===== config.mk =====
export PLATFORM = sky130hd
export DESIGN_NAME = rim_top
export DESIGN_NICKNAME = d
export VERILOG_FILES = /design/src/rim_pkg.sv /design/src/rim_arbiter.sv /design/src/rim_top.sv
export SDC_FILE = /design/constraint.sdc
export NUM_CORES = 1
export LEC_CHECK = 0
export BUFFER_PORTS_ARGS = -buffer_cell sky130_fd_sc_hd__clkbuf_2
export CORE_ASPECT_RATIO = 0.6
export CORE_MARGIN = 2
export CORE_UTILIZATION = 35
export DETAILED_ROUTE_END_ITERATION = 12
export PLACE_DENSITY_LB_ADDON = 0.2
export SYNTH_ARGS = -nofsm -noshare
export SYNTH_HDL_FRONTEND = slang
export SYNTH_SLANG_ARGS = --single-unit

===== constraint.sdc =====
create_clock -name clock -period 4.9 [get_ports clock]
set_clock_uncertainty 0.1 [all_clocks]
set_input_delay 0 -clock clock [delete_from_list [all_inputs] [get_ports clock]]
set_output_delay 0 -clock clock [all_outputs]
set_load 0.005 [all_outputs]

===== src/rim_pkg.sv =====
package rim_pkg;
   localparam logic [15:0] RESET_VECTOR_ADDR = 16'hFFFE;
   localparam int NUM_MI = 8;
   localparam int NUM_NMI = 4;
   localparam int NUM_RST = 8;
   localparam int BOOT_CYCLES = 16;
   localparam logic [4:0] BOOT_CNT_INIT = 5'h10;
   localparam logic [5:0] ADDR_CTRL = 6'h00;
   localparam logic [5:0] ADDR_MIE = 6'h01;
   localparam logic [5:0] ADDR_NMIE = 6'h02;
   localparam logic [5:0] ADDR_RSTCAUSE = 6'h03;
   localparam logic [5:0] ADDR_MIFG = 6'h04;
   localparam logic [5:0] ADDR_NMIFG = 6'h05;
   localparam logic [5:0] ADDR_IRQ_STAT = 6'h06;
   localparam logic [5:0] ADDR_IRQ_CLR = 6'h07;
   localparam logic [5:0] ADDR_IRQ_EN = 6'h08;
   localparam logic [5:0] ADDR_SUPPLY = 6'h09;
   localparam logic [5:0] ADDR_VECTOR = 6'h0A;
   localparam logic [31:0] CTRL_RESET = 32'h0000_0000;
   localparam logic [31:0] UNMAPPED_DATA = 32'hDEAD_BEEF;
   // reset cause bit positions
   localparam int RC_POWERUP = 0;
   localparam int RC_PIN = 1;
   localparam int RC_WAKE = 2;
   localparam int RC_WDT = 3;
   localparam int RC_PASSWD = 4;
   localparam int RC_SUPERVISOR = 5;
   localparam int RC_MONITOR = 6;
   localparam int RC_SOFTWARE = 7;
   // irq status bits
   localparam int EV_RESET = 0;
   localparam int EV_NMI = 1;
   localparam int EV_OVERVOLT = 2;
   localparam int EV_TAKEN = 3;

   typedef struct packed {
      logic powerup;
      logic pin;
      logic wake;
      logic wdt;
      logic passwd;
      logic sup_under;
      logic mon_under;
      logic mon_over;
      logic sw_reset;
   } rim_events_s;

   typedef struct packed {
      logic req;
      logic [1:0] cls;
      logic [3:0] src;
   } rim_service_s;

   localparam logic [1:0] CLS_NONE = 2'h0;
   localparam logic [1:0] CLS_RESET = 2'h1;
   localparam logic [1:0] CLS_NMI = 2'h2;
   localparam logic [1:0] CLS_MASK = 2'h3;

   function automatic logic [3:0] rim_lowest(input logic [7:0] v);
      logic [3:0] r;
      r = 4'hF;
      for (int i = 7; i >= 0; i--) begin
         if (v[i]) begin
            r = 4'(i);
         end
      end
      return r;
   endfunction
endpackage


===== src/rim_arbiter.sv =====
`timescale 1ns/100ps
`default_nettype none
module rim_arbiter (
   input wire logic reset_pend,
   input wire logic [rim_pkg::NUM_NMI-1:0] nmi_pend,
   input wire logic [rim_pkg::NUM_MI-1:0] mi_pend,
   input wire logic [rim_pkg::NUM_NMI-1:0] nmi_en,
   input wire logic [rim_pkg::NUM_MI-1:0] mi_en,
   input wire logic gate,
   output var rim_pkg::rim_service_s svc
);
   import rim_pkg::*;
   logic [NUM_NMI-1:0] nmi_act;
   logic [NUM_MI-1:0] mi_act;
   assign nmi_act = nmi_pend & nmi_en;
   assign mi_act = mi_pend & mi_en & {NUM_MI{gate}};
   always_comb begin
      svc = '0;
      if (reset_pend) begin
         svc.req = 1'b1;
         svc.cls = CLS_RESET;
      end else if (|nmi_act) begin
         svc.req = 1'b1;
         svc.cls = CLS_NMI;
         svc.src = rim_lowest({4'h0, nmi_act});
      end else if (|mi_act) begin
         svc.req = 1'b1;
         svc.cls = CLS_MASK;
         svc.src = rim_lowest(mi_act);
      end
   end
endmodule
`default_nettype wire


===== src/rim_top.sv =====
`timescale 1ns/100ps
`default_nettype none
module rim_top (
   input wire logic clock,
   input wire logic rst_n,
   input wire logic supply_good,
   input wire rim_pkg::rim_events_s events,
   input wire logic [rim_pkg::NUM_NMI-1:0] nmi_src,
   input wire logic [rim_pkg::NUM_MI-1:0] mi_src,
   input wire logic svc_ack,
   input wire logic [15:0] vector_data,
   input wire logic [5:0] avs_address,
   input wire logic avs_read,
   input wire logic avs_write,
   input wire logic [31:0] avs_writedata,
   input wire logic [3:0] avs_byteenable,
   output logic [31:0] avs_readdata,
   output logic avs_waitrequest,
   output logic active_mode,
   output logic cpu_reset,
   output logic calib_load,
   output logic vector_fetch,
   output logic [15:0] vector_addr,
   output logic [15:0] pc_load,
   output logic pc_load_valid,
   output logic svc_req,
   output logic [1:0] svc_class,
   output logic [3:0] svc_src,
   output logic irq
);
   import rim_pkg::*;

   ////////////////////////////////////////////////////////////////////////////
   // reset release and pin synchronisers
   logic rs1_q, rs2_q;
   always_ff @(posedge clock or negedge rst_n) begin
      if (!rst_n) begin
         rs1_q <= 1'b0;
         rs2_q <= 1'b0;
      end else begin
         rs1_q <= 1'b1;
         rs2_q <= rs1_q;
      end
   end
   wire logic rn = rs2_q;

   logic [8:0] ev1_q, ev2_q;
   logic [NUM_NMI-1:0] n1_q, n2_q;
   logic [NUM_MI-1:0] m1_q, m2_q;
   logic sg1_q, sg2_q;
   always_ff @(posedge clock or negedge rn) begin
      if (!rn) begin
         ev1_q <= '0;
         ev2_q <= '0;
         n1_q <= '0;
         n2_q <= '0;
         m1_q <= '0;
         m2_q <= '0;
         sg1_q <= 1'b0;
         sg2_q <= 1'b0;
      end else begin
         ev1_q <= events;
         ev2_q <= ev1_q;
         n1_q <= nmi_src;
         n2_q <= n1_q;
         m1_q <= mi_src;
         m2_q <= m1_q;
         sg1_q <= supply_good;
         sg2_q <= sg1_q;
      end
   end
   rim_events_s ev;
   assign ev = ev2_q;

   ////////////////////////////////////////////////////////////////////////////
   // control registers
   logic gate_q;
   logic sup_rst_q, mon_rst_q;
   logic [NUM_MI-1:0] mie_q;
   logic [NUM_NMI-1:0] nmie_q;
   logic [3:0] irq_en_q;
   logic wr_ok;
   assign wr_ok = avs_write && avs_waitrequest == 1'b0;

   always_ff @(posedge clock or negedge rn) begin
      if (!rn) begin
         gate_q <= 1'b0;
         sup_rst_q <= 1'b1;
         mon_rst_q <= 1'b0;
         mie_q <= '0;
         nmie_q <= '0;
         irq_en_q <= '0;
      end else if (wr_ok && avs_byteenable[0]) begin
         unique case (avs_address)
            ADDR_CTRL: begin
               gate_q <= avs_writedata[0];
               sup_rst_q <= avs_writedata[1];
               mon_rst_q <= avs_writedata[2];
            end
            ADDR_MIE: mie_q <= avs_writedata[NUM_MI-1:0];
            ADDR_NMIE: nmie_q <= avs_writedata[NUM_NMI-1:0];
            ADDR_IRQ_EN: irq_en_q <= avs_writedata[3:0];
            default: ;
         endcase
      end
   end

   ////////////////////////////////////////////////////////////////////////////
   // reset trigger collection
   logic brownout, puc_trig, sys_trig;
   assign brownout = !sg2_q;
   assign puc_trig = ev.wdt | ev.passwd | (ev.mon_under & mon_rst_q)
      | (ev.sup_under & sup_rst_q) | ev.sw_reset;
   assign sys_trig = ev.powerup | ev.pin | ev.wake | puc_trig;
   logic bor_class;
   assign bor_class = brownout | ev.powerup | ev.pin | ev.wake;

   ////////////////////////////////////////////////////////////////////////////
   // reset sequencer
   typedef enum logic [3:0] {
      RIM_HOLD = 4'b0001,
      RIM_BOOT = 4'b0010,
      RIM_FETCH = 4'b0100,
      RIM_RUN = 4'b1000
   } rim_state_e;
   rim_state_e st_q;
   logic [4:0] boot_cnt_q;
   logic boot_need_q;

   always_ff @(posedge clock or negedge rn) begin
      if (!rn) begin
         st_q <= RIM_HOLD;
         boot_cnt_q <= '0;
         boot_need_q <= 1'b1;
      end else if (brownout) begin
         st_q <= RIM_HOLD;
         boot_need_q <= 1'b1;
      end else if (sys_trig) begin
         st_q <= RIM_HOLD;
         boot_need_q <= boot_need_q | bor_class;
      end else begin
         unique case (st_q)
            RIM_HOLD: begin
               st_q <= boot_need_q ? RIM_BOOT : RIM_FETCH;
               boot_cnt_q <= BOOT_CNT_INIT;
            end
            RIM_BOOT: begin
               boot_cnt_q <= boot_cnt_q - 5'h01;
               if (boot_cnt_q == 5'h01) begin
                  st_q <= RIM_FETCH;
                  boot_need_q <= 1'b0;
               end
            end
            RIM_FETCH: st_q <= RIM_RUN;
            RIM_RUN: ;
         endcase
      end
   end

   always_ff @(posedge clock or negedge rn) begin
      if (!rn) begin
         cpu_reset <= 1'b1;
         active_mode <= 1'b0;
         calib_load <= 1'b0;
         vector_fetch <= 1'b0;
         vector_addr <= '0;
         pc_load <= '0;
         pc_load_valid <= 1'b0;
      end else begin
         cpu_reset <= st_q != RIM_RUN;
         calib_load <= st_q == RIM_BOOT;
         vector_fetch <= st_q == RIM_FETCH;
         vector_addr <= RESET_VECTOR_ADDR;
         // vector word taken while the fetch strobe stands
         pc_load_valid <= vector_fetch && st_q == RIM_RUN;
         if (vector_fetch && st_q == RIM_RUN) begin
            pc_load <= vector_data;
            active_mode <= 1'b1;
         end else if (st_q != RIM_RUN) begin
            active_mode <= 1'b0;
         end
      end
   end

   ////////////////////////////////////////////////////////////////////////////
   // reset cause flags
   logic [NUM_RST-1:0] cause_q;
   logic [NUM_RST-1:0] cause_set;
   always_comb begin
      cause_set = '0;
      cause_set[RC_POWERUP] = ev.powerup | brownout;
      cause_set[RC_PIN] = ev.pin;
      cause_set[RC_WAKE] = ev.wake;
      cause_set[RC_WDT] = ev.wdt;
      cause_set[RC_PASSWD] = ev.passwd;
      cause_set[RC_SUPERVISOR] = ev.sup_under & sup_rst_q;
      cause_set[RC_MONITOR] = ev.mon_under & mon_rst_q;
      cause_set[RC_SOFTWARE] = ev.sw_reset;
   end
   always_ff @(posedge clock or negedge rn) begin
      if (!rn) begin
         cause_q <= '0;
      end else begin
         // set wins over software clear
         cause_q <= (cause_q & ~((wr_ok && avs_address == ADDR_RSTCAUSE)
            ? avs_writedata[NUM_RST-1:0] : '0)) | cause_set;
      end
   end

   ////////////////////////////////////////////////////////////////////////////
   // pending flags and arbitration
   logic [NUM_MI-1:0] mifg_q;
   logic [NUM_NMI-1:0] nmifg_q;
   logic [NUM_NMI-1:0] nmi_in;
   assign nmi_in = {n2_q[NUM_NMI-1:2], n2_q[1] | ev.mon_over,
      n2_q[0] | (ev.sup_under & !sup_rst_q) | (ev.mon_under & !mon_rst_q)};
   rim_service_s svc;
   rim_arbiter u_arb (
      .reset_pend(st_q != RIM_RUN),
      .nmi_pend(nmifg_q),
      .mi_pend(mifg_q),
      .nmi_en(nmie_q),
      .mi_en(mie_q),
      .gate(gate_q),
      .svc(svc)
   );
   logic ack_nmi, ack_mi;
   assign ack_nmi = svc_ack && svc.cls == CLS_NMI;
   assign ack_mi = svc_ack && svc.cls == CLS_MASK;

   always_ff @(posedge clock or negedge rn) begin
      if (!rn) begin
         mifg_q <= '0;
         nmifg_q <= '0;
      end else begin
         mifg_q <= (mifg_q
            & ~(ack_mi ? NUM_MI'(1) << svc.src[2:0] : '0)
            & ~((wr_ok && avs_address == ADDR_MIFG) ? avs_writedata[NUM_MI-1:0] : '0))
            | m2_q;
         nmifg_q <= (nmifg_q
            & ~(ack_nmi ? NUM_NMI'(1) << svc.src[1:0] : '0)
            & ~((wr_ok && avs_address == ADDR_NMIFG) ? avs_writedata[NUM_NMI-1:0] : '0))
            | nmi_in;
      end
   end

   always_ff @(posedge clock or negedge rn) begin
      if (!rn) begin
         svc_req <= 1'b0;
         svc_class <= CLS_NONE;
         svc_src <= '0;
      end else begin
         svc_req <= svc.req && st_q == RIM_RUN;
         svc_class <= svc.cls;
         svc_src <= svc.src;
      end
   end

   ////////////////////////////////////////////////////////////////////////////
   // event status, enable, clear and irq
   logic [3:0] ist_q, iset;
   assign iset = {ack_nmi | ack_mi, ev.mon_over, |nmi_in, sys_trig};
   always_ff @(posedge clock or negedge rn) begin
      if (!rn) begin
         ist_q <= '0;
         irq <= 1'b0;
      end else begin
         ist_q <= (ist_q & ~((wr_ok && avs_address == ADDR_IRQ_CLR)
            ? avs_writedata[3:0] : 4'h0)) | iset;
         irq <= |(ist_q & irq_en_q);
      end
   end

   ////////////////////////////////////////////////////////////////////////////
   // avalon slave: one wait cycle then answer
   logic busy_q;
   always_ff @(posedge clock or negedge rn) begin
      if (!rn) begin
         busy_q <= 1'b0;
         avs_waitrequest <= 1'b1;
      end else begin
         busy_q <= (avs_read | avs_write) && avs_waitrequest && !busy_q;
         avs_waitrequest <= !((avs_read | avs_write) && avs_waitrequest && !busy_q);
      end
   end

   always_ff @(posedge clock or negedge rn) begin
      if (!rn) begin
         avs_readdata <= '0;
      end else if (avs_read && avs_waitrequest && !busy_q) begin
         unique case (avs_address)
            ADDR_CTRL: avs_readdata <= {29'h0, mon_rst_q, sup_rst_q, gate_q};
            ADDR_MIE: avs_readdata <= {24'h0, mie_q};
            ADDR_NMIE: avs_readdata <= {28'h0, nmie_q};
            ADDR_RSTCAUSE: avs_readdata <= {24'h0, cause_q};
            ADDR_MIFG: avs_readdata <= {24'h0, mifg_q};
            ADDR_NMIFG: avs_readdata <= {28'h0, nmifg_q};
            ADDR_IRQ_STAT: avs_readdata <= {28'h0, ist_q};
            ADDR_IRQ_EN: avs_readdata <= {28'h0, irq_en_q};
            ADDR_SUPPLY: avs_readdata <= {30'h0, ev.mon_over, sg2_q};
            ADDR_VECTOR: avs_readdata <= {16'h0, pc_load};
            default: avs_readdata <= UNMAPPED_DATA;
         endcase
      end
   end

   ////////////////////////////////////////////////////////////////////////////
   // checks
   AST_VEC_ADDR: assert property (@(posedge clock) disable iff (!rn)
      vector_fetch |-> vector_addr == RESET_VECTOR_ADDR)
      else $error("vector address wrong");
   AST_BOOT_FIRST: assert property (@(posedge clock) disable iff (!rn)
      $rose(calib_load) |-> ##16 !calib_load || sys_trig || brownout)
      else $error("boot code length wrong");
   AST_GATE: assert property (@(posedge clock) disable iff (!rn)
      svc_req && svc_class == CLS_MASK |-> $past(gate_q))
      else $error("maskable served with gate closed");
   AST_PRIO: assert property (@(posedge clock) disable iff (!rn)
      (st_q != RIM_RUN) |-> svc.cls == CLS_RESET)
      else $error("reset class not first");
   AST_NMI_EN: assert property (@(posedge clock) disable iff (!rn)
      svc.cls == CLS_NMI |-> nmie_q[svc.src[1:0]])
      else $error("disabled nmi served");
   AST_CAUSE: assert property (@(posedge clock) disable iff (!rn)
      ev.wdt |=> cause_q[RC_WDT])
      else $error("watchdog cause missed");
   AST_HOLD: assert property (@(posedge clock) disable iff (!rn)
      brownout |-> ##2 cpu_reset ##1 cpu_reset)
      else $error("brownout did not hold reset");
   AST_STICKY: assert property (@(posedge clock) disable iff (!rn)
      mifg_q != '0 && !svc_ack && !wr_ok |=> (mifg_q & $past(mifg_q)) == $past(mifg_q))
      else $error("flag lost");
   AST_OVER: assert property (@(posedge clock) disable iff (!rn)
      ev.mon_over |=> ist_q[EV_OVERVOLT])
      else $error("overvoltage not flagged");
endmodule
`default_nettype wire


==> results.md <==
- DRC Markers: 0
- Max Slew Vio Count: 0
- Top_reg_cell synth: dfrtp_1
- Largest net degree at the start of global routing: 80
- Initial antenna violation count: 0
- Worst slew pin tran: 0.9891 ns
- Worst vdd ir: 0.0002430 V
- Worst-Skew Late Latency: 0.42 ns
- Mapped Cells: 532
- Die Ht: 107.6 um
- Post-CTS Setup Bufs: 0
- Power Internal: 2.229 mW
- Slowest Stage Delay on Critical Path: 0.71 ns
- TritonCTS buffer count: 17
- Worst hold slack: 0.04376 ns
- Synth Area per Inst: 11.77 um2
- Setup repair after global routing missed its margin: no
- Gate power share: 11.7%
- Max Cap Viol: 0
- # setup viols final: 0
- Routed Antenna Nets: 0
- Mapped cell area: 0.006261 mm2
- Drt pass-1 iters: 5
- Core region area: 0.01731 mm2
- Drt wl/cell: 16.82 um
- Net Sw Power: 0.8036 mW
- Outcome: finished, final reports clean
- Crit-path cells: a2111oi_2, nand4_2, or4_1, o21ai_1, o31ai_2
- Register bit total from synthesis: 148
- Element type at the critical path end: flip-flop
- Worst-path maximum fanout: 6
- Worst slew margin: 34.06%
- Sequential power share: 46.3%
- Vias in the first global route: 4534
- Clock power share: 42.0%
- Buf+Inv Stages, Crit Path: 0
- Initial Utilization: 36.16%
- Vias per inst: 5.029
- P per Cell Area: 375.2 mW/mm2
- Clock sinks: 148
- WL final: 15890 um
- Post-synth EDFFs: 0
- Crit Path Category: flip-flop to flip-flop
- Synth-to-layout area growth: 29.12%
- Async SR Flop Fraction: 100.0%
- Count of cell types in the netlist: 62
- Layout filler cell count: 1605
- 1st-iter DRT viols: 270
- Antenna diodes: 0
- Hold Crit Class: input port to flip-flop
- Placed wire-length estimate: 11490 um
- Slowest-stage cell, CP: a2111oi_2
- Fin. Hold Viols: 0
- Overall Global Routing Usage: 17.34%
- Gpl congestion: 0.8509
- Worst EP arrival: 2.79 ns
- Clock Root Buffer: clkbuf_16
- Critical path's top delay family: compound AO/OA/AOI/OAI gates
- Placement Setup Slack: 2.313 ns
- CTS HTree Levels: 4
- Final Net Count: 785
- Via count: 4752
- Die width: 176.7 um
- Fmax: 0.3857 GHz
- Clock buffer depth: 2
- # rows: 37
- Sw Share: 26.50%
- Total die area: 0.01901 mm2
- Leakage power: 3.513 nW
- CTS tree: built
- Final Util: 46.69%
- Setup TNS: 0 ns
- Reg clk slew, reported paths: 0.06 ns
- Min Tclk post-route: 2.593 ns
- Final WS setup: 2.307 ns
- IO buf count: 129
- First-pass GRT wire length: 24940 um
- Congestion Overflow GR: 0
- Seq/Total Area, Yosys: 59.25%
- Worst EP required: 5.10 ns
- Fin crit share: 52.91%
- Crit path launch type: flip-flop
- Total number of yosys warnings: 0
- Pwr Total: 3.033 mW
- Num ports: 163
- Share of layout cells above drive strength 1: 31.22%
## layer usage
layer	global-route usage [%]	part of all wire, %
met1	26.51	51
met4	4.723	0.52
met5	0	0
met3	3.355	5.5
met2	24.89	43
## final cells by class
class,count,area [um2],share of cell area [%]
flip-flops and latches,148,3714,45.94
multi-input cells,329,2222,27.49
repair buffers,187,1219,15.08
clock buffers,18,439.2,5.433
well taps,234,292.8,3.622
clock inverters,14,141.4,1.749
inverters,15,56.30,0.6965
## cell families after synthesis
group | Yosys count | synth area share [%]
adder cells (fa/ha/maj) | 2 | 0.3996
XOR/XNOR | 2 | 0.2798
other | 2 | 0.1199
buffers and inverters | 62 | 5.675
multiplexers | 49 | 9.193
AND/OR/NAND/NOR | 162 | 13.21
flip-flops | 148 | 59.25
AO/OA/AOI/OAI | 105 | 11.87
## sequential cells by signal (all words and copies together), names as in the netlist, 2 cells and up
register      cells
pc_load          16
m1_q              8
avs_readdata     17
ev                9
mifg_q            8
n2_q              4
svc_class         2
m2_q              8
nmie_q            4
st_q              4
mie_q             8
cause_q           8
irq_en_q          4
nmifg_q           4
ev1_q             9
boot_cnt_q        5
svc_src           4
n1_q              4
ist_q             4
## placed cells by master (no fill, tap or decap), drive strengths merged, types with 3 or more instances in the layout
master,instances
a22oi,10
and2,3
a32o,4
o21ai,19
clkinv,3
o211ai,5
mux4,3
mux2i,11
nor2,30
a31oi,9
a31o,4
nand3b,3
inv,22
dfstp,5
nor3,7
a2111oi,3
nand3,13
nand4,5
a21oi,22
mux2,35
nor4b,5
clkinvlp,3
and3,3
a21o,8
conb,9
nand2b,8
buf,3
nor4,6
dlygate4sd3,55
dfrtp,143
nand2,68
nor2b,3
a22o,6
o22a,3
clkbuf,147
## power groups by stage
stage	clock network, mW	logic, mW	registers (mW)
6_report	1.27	0.354	1.40
5_1_grt	1.36	0.393	1.42
4_1_cts	1.30	0.358	1.41
3_5_place_dp	0	0.318	1.43
3_3_place_gp	0	0.314	1.42
2_1_floorplan	0	0.195	1.42
## path summary, 6_finish.rpt
check	startpoint	end	slack, ns	cells past startpoint
setup / recovery	sup_rst_q	boot_cnt_q[2]	2.31	5
hold / removal	avs_address[3]	avs_readdata[2]	0.04	4
setup reg to reg	sup_rst_q	boot_cnt_q[2]	2.31	5
hold reg to reg	ev1_q[2]	ev[2]	0.25	0
max in group asynchronous	rn	cause_q[1]	3.23	1
min in group asynchronous	rst_n	rn	0.32	3
## synth_stat cells, drive strengths merged, types with 5 or more instances
cell type	instances	area share [%]
nand2b	8	0.80
nand2	68	4.1
a21o	8	0.96
clkbuf	9	0.54
nor3	7	0.56
a22o	6	0.86
a31oi	9	0.90
mux2i	11	1.8
a21oi	22	1.8
inv	15	0.90
nor2	30	1.8
nand4	5	0.60
nor4	6	0.84
a22oi	10	1.2
mux2	35	6.3
nand3	13	1.0
dfstp	5	2.1
o211ai	5	0.60
buf	38	4.2
nor4b	5	1.0
o21ai	19	1.5
dfrtp	143	57
## worst reg2reg max path, cell delays in order (launching register included)
cell	delay [ns]
dfstp_2	0.41
a2111oi_2	0.71
nand4_2	0.28
or4_1	0.68
o21ai_1	0.22
o31ai_2	0.08
## repair_timing
action / CTS / global route
resized for setup: 0 / 0
endpoints found under the hold margin: 88 / 0
hold buffers: 55 / 0
## through the flow
step	cells	cell area (um2)
detailed placement	858	6953
global placement	858	6953
CTS	945	8084
floorplan	539	6287
global route	945	8084
finish	945	8084
Power figures use the tool's default switching activity.
